<file path="src/logic/fba_consts.vh">
`ifndef FBA_CONSTS_VH
`define FBA_CONSTS_VH

// Command opcodes taken from the serial line.
`define FBA_CMD_WREN 8'h06
`define FBA_CMD_WRR 8'h01
`define FBA_CMD_BANK_RD 8'h16
`define FBA_CMD_BANK_WR 8'h17
`define FBA_CMD_SOFT_RST 8'hF0
`define FBA_CMD_READ 8'h03
`define FBA_CMD_READ4 8'h13
`define FBA_CMD_QIOR 8'hEB
`define FBA_CMD_QIOR4 8'hEC
`define FBA_CMD_DISC_RD 8'h5A

// Bank register layout, and the reset values of the bank and configuration registers.
`define FBA_BANK_RESET 8'h00
`define FBA_BANK_MODE_BIT 7
`define FBA_CFG_RESET 8'h00

// Mode byte values of the quad read, and its all-ones exit pattern and clock count.
`define FBA_MODE_STAY 8'hA5
`define FBA_MODE_EXIT 8'h00
`define FBA_DQ_ALL_ONES 4'hF
`define FBA_ONES_CLOCKS 4'd8

// Bit counts of the frame phases, with the dummy phase lengths in clocks.
`define FBA_CMD_BITS 7'd8
`define FBA_ADDR3_BITS 7'd24
`define FBA_ADDR4_BITS 7'd32
`define FBA_MODE_BITS 7'd8
`define FBA_QDUMMY_CLKS 7'd4
`define FBA_DDUMMY_CLKS 7'd8
`define FBA_BANK_DATA_BITS 6'd8
`define FBA_CFG_DATA_BITS 6'd16

// Discovery word: byte offsets and contents, least significant byte at the lowest offset.
`define FBA_DISC_OFF0 8'h3C
`define FBA_DISC_OFF1 8'h3D
`define FBA_DISC_OFF2 8'h3E
`define FBA_DISC_OFF3 8'h3F
`define FBA_DISC_B0 8'hF0
`define FBA_DISC_B1 8'h28
`define FBA_DISC_B2 8'hFA
`define FBA_DISC_B3 8'hA8
`define FBA_DISC_BLANK 8'hFF

`endif

</file>
<file path="src/logic/fba_core.v">
// What this block does
// - An 8-bit volatile bank register supplies address bits 30 to 24 of every three-byte access.
// - With the bank register top bit set, addresses are four bytes and the bank bits are ignored.
// - With the top bit clear, addresses are three bytes and the bank bits pick the 128 Mbit segment.
// - Command 16h reads the bank register and 17h with exactly one data byte writes it.
// - Dedicated commands always take four address bytes whatever the mode bit says.
// - Four-byte mode ends when the mode bit is cleared, on hardware reset, soft reset or power cycle.
// - Command F0h performs a soft reset.
// - The configuration register is written only after 06h enabled writing, else the write is refused.
// - The discovery word for address mode and soft reset reads A8 FA 28 F0, top byte first.
// - Mode bits of 00h during continuous quad read end that mode at the end of the current read.
// - All ones on the four data lines for eight clocks ends continuous quad read before the next read.
`include "fba_consts.vh"

module fba_core (
    // System.
    input wire clk_sys,
    input wire rst_n,
    // Hardware reset pin, synchronous to clk_sys.
    input wire hw_reset_n,
    // Serial link, sampled on clk_sys.
    input wire spi_sck,
    input wire spi_cs_n,
    input wire [3:0] dq_in,
    output reg [3:0] dq_out_r,
    output reg [3:0] dq_oe_r,
    // Decoded access towards the array.
    output reg [31:0] mem_addr_r,
    output reg addr_valid_r,
    output reg [7:0] mem_cmd_r,
    // Register state.
    output reg [7:0] bank_r,
    output reg [7:0] cfg_r,
    output reg wel_r,
    output reg crm_r
);

    localparam ST_CMD = 3'd0;
    localparam ST_ADDR = 3'd1;
    localparam ST_MODE = 3'd2;
    localparam ST_DUMMY = 3'd3;
    localparam ST_DIN = 3'd4;
    localparam ST_DOUT = 3'd5;
    localparam ST_SKIP = 3'd6;

    reg sck_q_r;
    reg cs_q_r;
    reg [2:0] st_r;
    reg [6:0] cnt_r;
    reg [31:0] sh_r;
    reg quad_r;
    reg [7:0] bank_cmd_r;
    reg cmd_ok_r;
    reg [7:0] out_r;
    reg [2:0] obit_r;
    reg [7:0] disc_ptr_r;
    reg [3:0] ones_r;
    reg crm_frame_r;
    wire [7:0] disc_byte;

    // Edge detection; inputs are already synchronous so no extra stages are needed.
    wire rise = ~spi_cs_n & spi_sck & ~sck_q_r;
    wire fall = ~spi_cs_n & ~spi_sck & sck_q_r;
    wire frame_start = cs_q_r & ~spi_cs_n;
    wire frame_end = ~cs_q_r & spi_cs_n;

    wire [31:0] sh_nxt = quad_r ? {sh_r[27:0], dq_in} : {sh_r[30:0], dq_in[0]};
    wire [6:0] step = quad_r ? 7'd4 : 7'd1;
    wire [6:0] cnt_sum = cnt_r + step;
    wire [6:0] dummy_sum = cnt_r + 7'd1;

    // Dedicated commands force four address bytes regardless of the mode bit.
    wire ded4 = (mem_cmd_r == `FBA_CMD_READ4) || (mem_cmd_r == `FBA_CMD_QIOR4);
    wire four_b = ded4 || bank_cmd_r[`FBA_BANK_MODE_BIT];
    wire [6:0] alen = four_b ? `FBA_ADDR4_BITS : `FBA_ADDR3_BITS;
    wire is_quad_rd = (mem_cmd_r == `FBA_CMD_QIOR) || (mem_cmd_r == `FBA_CMD_QIOR4);

    // Builds the array address from the captured bits and the frame's bank snapshot.
    function [31:0] full_addr;
        input four;
        input [7:0] bank;
        input [31:0] a;
        begin
            if (four) begin
                full_addr = a;
            end else begin
                full_addr = {1'b0, bank[6:0], a[23:0]};
            end
        end
    endfunction

    fba_disc_rom u_rom (
        .byte_addr(disc_ptr_r),
        .byte_data(disc_byte)
    );

    // One process owns the whole frame engine; rise and fall never coincide.
    always @(posedge clk_sys or negedge rst_n) begin
        if (!rst_n) begin
            sck_q_r <= 1'b0;
            cs_q_r <= 1'b1;
            st_r <= ST_SKIP;
            cnt_r <= 7'h00;
            sh_r <= 32'h00000000;
            quad_r <= 1'b0;
            bank_cmd_r <= `FBA_BANK_RESET;
            cmd_ok_r <= 1'b0;
            out_r <= 8'h00;
            obit_r <= 3'h0;
            disc_ptr_r <= 8'h00;
            ones_r <= 4'h0;
            crm_frame_r <= 1'b0;
            dq_out_r <= 4'h0;
            dq_oe_r <= 4'h0;
            mem_addr_r <= 32'h00000000;
            addr_valid_r <= 1'b0;
            mem_cmd_r <= 8'h00;
            bank_r <= `FBA_BANK_RESET;
            cfg_r <= `FBA_CFG_RESET;
            wel_r <= 1'b0;
            crm_r <= 1'b0;
        end else begin
            sck_q_r <= spi_sck;
            cs_q_r <= spi_cs_n;
            addr_valid_r <= 1'b0;
            if (!hw_reset_n) begin
                // Hardware reset pin drops four-byte mode and any continuous read.
                bank_r <= `FBA_BANK_RESET;
                crm_r <= 1'b0;
                wel_r <= 1'b0;
                st_r <= ST_SKIP;
                dq_oe_r <= 4'h0;
            end else if (frame_start) begin
                // Snapshot the bank so a mid-frame write cannot move this access.
                bank_cmd_r <= bank_r;
                cnt_r <= 7'h00;
                cmd_ok_r <= 1'b0;
                ones_r <= 4'h0;
                crm_frame_r <= crm_r;
                // In continuous quad read the frame opens straight with the address.
                st_r <= crm_r ? ST_ADDR : ST_CMD;
                quad_r <= crm_r;
            end else if (frame_end) begin
                st_r <= ST_SKIP;
                dq_oe_r <= 4'h0;
                if (cmd_ok_r) begin
                    case (mem_cmd_r)
                        `FBA_CMD_WREN: begin
                            wel_r <= 1'b1;
                        end
                        `FBA_CMD_BANK_WR: begin
                            // Only a frame of exactly one data byte updates the bank.
                            if (st_r == ST_DIN && cnt_r[5:0] == `FBA_BANK_DATA_BITS) begin
                                bank_r <= sh_r[7:0];
                            end
                        end
                        `FBA_CMD_WRR: begin
                            // Without the write-enable latch the write is dropped.
                            if (wel_r && st_r == ST_DIN && cnt_r[5:0] == `FBA_CFG_DATA_BITS) begin
                                cfg_r <= sh_r[7:0];
                            end
                            wel_r <= 1'b0;
                        end
                        `FBA_CMD_SOFT_RST: begin
                            bank_r <= `FBA_BANK_RESET;
                            wel_r <= 1'b0;
                            crm_r <= 1'b0;
                        end
                        default: begin
                        end
                    endcase
                end
            end else if (rise) begin
                sh_r <= sh_nxt;
                case (st_r)
                    ST_CMD: begin
                        cnt_r <= cnt_sum;
                        if (cnt_sum == `FBA_CMD_BITS) begin
                            mem_cmd_r <= sh_nxt[7:0];
                            cmd_ok_r <= 1'b1;
                            cnt_r <= 7'h00;
                            case (sh_nxt[7:0])
                                `FBA_CMD_BANK_RD: begin
                                    st_r <= ST_DOUT;
                                    out_r <= bank_r;
                                    obit_r <= 3'h0;
                                end
                                `FBA_CMD_BANK_WR, `FBA_CMD_WRR: begin
                                    st_r <= ST_DIN;
                                end
                                `FBA_CMD_READ, `FBA_CMD_READ4, `FBA_CMD_DISC_RD: begin
                                    st_r <= ST_ADDR;
                                end
                                `FBA_CMD_QIOR, `FBA_CMD_QIOR4: begin
                                    st_r <= ST_ADDR;
                                    quad_r <= 1'b1;
                                end
                                default: begin
                                    st_r <= ST_SKIP;
                                end
                            endcase
                        end
                    end
                    ST_ADDR: begin
                        cnt_r <= cnt_sum;
                        // Eight clocks of all ones on the data lines leave continuous read.
                        if (crm_frame_r && dq_in == `FBA_DQ_ALL_ONES) begin
                            ones_r <= ones_r + 4'd1;
                        end else begin
                            ones_r <= 4'h0;
                        end
                        if (crm_frame_r && dq_in == `FBA_DQ_ALL_ONES && ones_r == `FBA_ONES_CLOCKS - 4'd1) begin
                            // With four address bytes the eight clocks of ones end inside the address.
                            crm_r <= 1'b0;
                            st_r <= ST_SKIP;
                        end else if (cnt_sum == alen) begin
                            mem_addr_r <= full_addr(four_b, bank_cmd_r, sh_nxt);
                            addr_valid_r <= 1'b1;
                            disc_ptr_r <= sh_nxt[7:0];
                            cnt_r <= 7'h00;
                            if (is_quad_rd) begin
                                st_r <= ST_MODE;
                            end else if (mem_cmd_r == `FBA_CMD_DISC_RD) begin
                                st_r <= ST_DUMMY;
                            end else begin
                                st_r <= ST_SKIP;
                            end
                        end
                    end
                    ST_MODE: begin
                        cnt_r <= cnt_sum;
                        ones_r <= (dq_in == `FBA_DQ_ALL_ONES) ? ones_r + 4'd1 : 4'h0;
                        if (crm_frame_r && dq_in == `FBA_DQ_ALL_ONES && ones_r == `FBA_ONES_CLOCKS - 4'd1) begin
                            crm_r <= 1'b0;
                            st_r <= ST_SKIP;
                        end else if (cnt_sum == `FBA_MODE_BITS) begin
                            // A5h keeps the mode; 00h or any other value ends it with this read.
                            crm_r <= (sh_nxt[7:0] == `FBA_MODE_STAY);
                            cnt_r <= 7'h00;
                            st_r <= ST_DUMMY;
                        end
                    end
                    ST_DUMMY: begin
                        cnt_r <= dummy_sum;
                        if (is_quad_rd && dummy_sum == `FBA_QDUMMY_CLKS) begin
                            // Array data is served elsewhere; this block only steers the address.
                            st_r <= ST_SKIP;
                        end else if (!is_quad_rd && dummy_sum == `FBA_DDUMMY_CLKS) begin
                            st_r <= ST_DOUT;
                            out_r <= disc_byte;
                            obit_r <= 3'h0;
                        end
                    end
                    ST_DIN: begin
                        // Saturate so an over-long write is seen as wrong length.
                        if (cnt_r != 7'h3F) begin
                            cnt_r <= dummy_sum;
                        end
                    end
                    default: begin
                    end
                endcase
            end else if (fall && st_r == ST_DOUT) begin
                // Data leaves on the falling edge, top bit first, on the second data line.
                dq_out_r <= {2'b00, out_r[7], 1'b0};
                dq_oe_r <= 4'h2;
                obit_r <= obit_r + 3'd1;
                if (obit_r == 3'd7) begin
                    if (mem_cmd_r == `FBA_CMD_DISC_RD) begin
                        disc_ptr_r <= disc_ptr_r + 8'd1;
                        out_r <= 8'h00;
                    end else begin
                        out_r <= bank_r;
                    end
                end else begin
                    out_r <= {out_r[6:0], 1'b0};
                end
            end else if (st_r == ST_DOUT && obit_r == 3'd0 && mem_cmd_r == `FBA_CMD_DISC_RD && !sck_q_r) begin
                // Reload after the pointer step, before the next byte's first falling edge.
                out_r <= disc_byte;
            end
        end
    end

endmodule // fba_core

</file>
<file path="src/logic/fba_disc_rom.v">
`include "fba_consts.vh"

// Discovery table slice holding the address-mode word; unlisted offsets read as erased.
module fba_disc_rom (
    // Lookup.
    input wire [7:0] byte_addr,
    output reg [7:0] byte_data
);

    // Constant lookup so the word reads A8 FA 28 F0 from its top byte down.
    always @* begin
        case (byte_addr)
            `FBA_DISC_OFF0: byte_data = `FBA_DISC_B0;
            `FBA_DISC_OFF1: byte_data = `FBA_DISC_B1;
            `FBA_DISC_OFF2: byte_data = `FBA_DISC_B2;
            `FBA_DISC_OFF3: byte_data = `FBA_DISC_B3;
            default: byte_data = `FBA_DISC_BLANK;
        endcase
    end

endmodule // fba_disc_rom

</file>
<file path="config.mk">
export PLATFORM = sky130hd
export DESIGN_NAME = fba_core
export DESIGN_NICKNAME = d
export VERILOG_FILES = /design/src/logic/fba_core.v /design/src/logic/fba_disc_rom.v
export VERILOG_INCLUDE_DIRS = /design/src /design/src/logic
export SDC_FILE = /design/constraint.sdc
export NUM_CORES = 1
export LEC_CHECK = 0
export ABC_AREA = 1
export BUFFER_PORTS_ARGS = -buffer_cell sky130_fd_sc_hd__buf_2
export CELL_PAD_IN_SITES_DETAIL_PLACEMENT = 1
export CELL_PAD_IN_SITES_GLOBAL_PLACEMENT = 1
export CORE_MARGIN = 1.5
export CORE_UTILIZATION = 40
export CTS_CLUSTER_DIAMETER = 50
export DETAILED_ROUTE_END_ITERATION = 8
export GPL_TIMING_DRIVEN = 1
export PLACE_DENSITY_LB_ADDON = 0.1
export SLEW_MARGIN = 40
export SYNTH_ARGS = -nofsm -noshare
export SYNTH_HDL_FRONTEND = slang
export SYNTH_HIERARCHICAL = 1
export SYNTH_SLANG_ARGS = --single-unit
</file>
<file path="constraint.sdc">
create_clock -name clk_sys -period 2.7 [get_ports clk_sys]
set_input_delay 0.135 -clock clk_sys [delete_from_list [all_inputs] [get_ports clk_sys]]
set_output_delay 0.135 -clock clk_sys [all_outputs]
set_load 0.1 [all_outputs]
</file>
==> impl_summary.log <==
[metrics] distinct cell type count of the synthesized netlist: 46
[metrics] area of the mapped netlist: 7880 um2
[metrics] met2 usage: 0.399
[metrics] wire length of the first global-routing pass: 37.8 mm
[metrics] origin of the worst min-delay path: dq_in[3]
[metrics] initial cell density of the core: 0.406
[metrics] commonest cells after routing, fill and taps aside: nand2_1, o21ai_0, dfrtp_1, inv_1, buf_2
[metrics] share of the synthesized area in the top cell type: 0.429
[metrics] post-synthesis sequential element count: between 100 and 150
[metrics] CTS tree: built
[metrics] setup TNS: 0 ns
[metrics] post-synthesis sequential area ratio: 0.439
[metrics] vias: around 7000
[metrics] final slew viol count: 0
[metrics] run status: finished clean
[metrics] GRT Resource Usage Total: 0.241
[metrics] DRT antenna net count: 0
[metrics] detailed-router iteration count before antenna repair: 4
[metrics] most frequent cell on the critical path: ha_1
[metrics] transition time at the pin with the least slew margin: 0.685 ns
[metrics] deepest level of the CTS H-tree: 4
[metrics] fraction of met3 tracks used by global routing: 0.0383
[metrics] iteration-0 DRC count of the detailed router: 350
[metrics] standard cell with the maximum stage delay on the critical path: dfrtp_1
[metrics] timing-limited maximum frequency: 396 MHz
[metrics] sum of routed wire length over all layers: ~24 mm
[metrics] M1 GR Usage: 0.330
[metrics] routability cong.: 0.900
[metrics] worst hold path type: in -> reg
[metrics] Setup Viol. Count Final: 0
[metrics] Post-synth EDFFs: 0
[metrics] antenna cells: 0
[metrics] worst clock skew: 0.00885 ns
[metrics] gr ovfl total: 0
[metrics] gr busiest metal: met2
[metrics] Worst IR Drop VDD: 487 uV
[metrics] crit end category: register
[metrics] synthesis warning total: 6
[metrics] largest net degree at the start of global routing: 70
[metrics] startpoint types: register
[metrics] area of the core: 19400 um2
[metrics] area growth from synthesis to final layout: 16.5%
[metrics] cell-by-cell trace of the critical path: ha_1, ha_1, or2_2, a21oi_1, nand3_2, a21oi_2, nand2_2, o21ai_1, nand2_4, buf_4, o21ai_2
[metrics] die span in x: 143 um
[metrics] die outline area: between 20000 and 25000 um2
[metrics] # fillers: 2474
[metrics] worst setup margin: 0.172 ns
[metrics] final period utilization: 0.936
[metrics] count of placed standard cells in the final layout, fillers left out: 1408
[metrics] worst slew slack as a fraction of its limit: 0.543
[metrics] type of the worst setup path: reg -> reg
[metrics] Boundary Pins: 76
[metrics] number of buffers inserted by port buffering: 69
[metrics] delay of the slowest cell on the worst path: 0.39 ns
[metrics] number of buffers between clock root and the deepest sink: 2
[metrics] final worst path period need: about 2.5 ns
[metrics] drt drc: 0
[metrics] leading register cell type out of synthesis: dfrtp_1
[metrics] Synth area leaders: dfrtp_1, nand2_1, o21ai_0
[metrics] Pwr per Cell Area: ~870 nW/um2
[metrics] Async SR Flop Fraction: 1.00
[metrics] clock sink count: 138
[metrics] Layout Nets: 1152
[metrics] die span in y: 143 um
[metrics] commonest non-fill, non-tap cell in the layout: nand2_1
[metrics] Core Rows: 51
[metrics] number of antenna violations at the first check in global routing: 0
[metrics] clock input transition at the sequential cells of the worst setup and hold paths: ~0.070 ns
[metrics] placed insts: ~1400
[metrics] number of instances in the synthesized netlist: 1050
[metrics] clock latency reported for the late side of the worst-skew pair: 0.42 ns
[metrics] total leakage power: 4.58 nW
[metrics] vias in the first global route: 7008
[metrics] average via count per standard cell: 5.10
[metrics] reg-to-reg startpoint: cnt_r[0]
[metrics] max-cap check violation count: 0
[metrics] pre-CTS WS: 0.134 ns
[metrics] highest net fanout along the worst path: 15
[metrics] final standard cell utilization of the core: 0.473
[metrics] clock buffer count from CTS: 17
[metrics] cell taking the most area after synthesis: dfrtp_1
[metrics] CP Data Required Time: 3.05 ns
[metrics] count of buffers added by post-CTS timing repair for setup: 0
[metrics] routed wirelength normalized by instance count: about 17 um
[metrics] detailed-placement wirelength estimate: about 18 mm
[metrics] library cell used as clock root buffer: clkbuf_16
[metrics] final count of hold timing violations: 0
[metrics] syn_area_per_cell: 7.50 um2
[metrics] critical path launch point: cnt_r[0]
[metrics] share of cells above drive strength 1: 0.178
[metrics] CP arrival: ~2.9 ns
[metal layers]
metal / part of all wire / vias up
li1: - / 3551
met4: 0.016 / 0
met5: 0 / -
met1: 0.47 / 3488
met3: 0.028 / 24
met2: 0.48 / 121
[cells in the mapped netlist (5+ instances only)]
master / instances
dfrtp_1: 135
nand2_2: 8
mux2i_1: 7
a21oi_1: 32
clkbuf_1: 16
nand4_1: 15
nor2_1: 51
ha_1: 13
buf_6: 5
o21ai_2: 18
inv_1: 107
nor3_1: 16
buf_4: 12
nor2_2: 5
nand3_1: 51
buf_2: 7
o21ai_1: 10
nand2_1: 316
xor2_1: 8
nor2_4: 7
o21ai_0: 151
inv_2: 19
[repair_timing]
action	CTS	global route
hold buffers	4	0
gates resized for setup	0	6
endpoints found under the setup margin	0	16
endpoints found under the hold margin	68	0
[state kept, by name, indices dropped and copies added, names as in the netlist, 3 cells and up]
name / count
mem_addr_r: 32
ones_r: 4
mem_cmd_r: 8
disc_ptr_r: 8
bank_r: 8
out_r: 8
sh_r: 31
obit_r: 3
cnt_r: 7
st_r: 3
bank_cmd_r: 8
cfg_r: 8
[worst max-delay path, delay by kind of cell (launching register included)]
kind | cells | cell delay, ns
AO/OA/AOI/OAI | 4 | 0.64
adder cells (fa/ha/maj) | 2 | 0.51
AND/OR/NAND/NOR | 4 | 0.71
buffers and inverters | 1 | 0.19
flip-flops | 1 | 0.39
[cell families after synthesis]
family,Yosys count,share of synthesized area
DFF,138,0.439
AOI/OAI and AO/OA,228,0.161
adders and majority gates,13,0.0206
buffers and inverters,169,0.0923
muxes,8,0.0103
other,2,0.000953
and+or+nand+nor,484,0.267
xor gates and xnor gates,8,0.00889
[power by group]
| part | switching, mW | internal [mW] | total, mW | leakage, nW |
|---|---|---|---|---|
| registers | 0.386 | 2.46 | 2.84 | 1.77 |
| clock network | 1.04 | 1.34 | 2.38 | 0.291 |
| logic | 1.98 | 0.780 | 2.76 | 2.52 |
| total | 3.40 | 4.57 | 7.98 | 4.58 |
[metrics by stage]
step                      total power [mW]  instance area (um2)  hold slack, ns
after floorplan                       4.76                 7900          -0.161
after global placement                5.54                 8520           0.182
after detailed placement              5.59                 8520           0.186
after CTS                             8.02                 9160           0.131
after global routing                  8.47                 9180           0.157
final                                 7.98                 9180           0.138
[final timing paths]
kind | end | slack (ns) | depth (start not counted)
max in group asynchronous | ones_r[0] | 1.61 | 3
setup / recovery | disc_ptr_r[0] | 0.17 | 11
setup reg to reg | disc_ptr_r[0] | 0.17 | 11
hold reg to reg | mem_addr_r[20] | 0.47 | 2
hold / removal | sh_r[3] | 0.14 | 5
min in group asynchronous | cnt_r[6] | 0.27 | 2
[area by class of cell]
type	instances	area [um2]	area share
repair buffers	99	591	0.0643
well taps	265	332	0.0361
inverters	126	475	0.0518
clock inverters	14	154	0.0168
clock buffers	18	439	0.0478
flip-flops and latches	138	3460	0.377
multi-input cells	748	3730	0.406
Note: power is estimated with default switching activity, not from simulation.
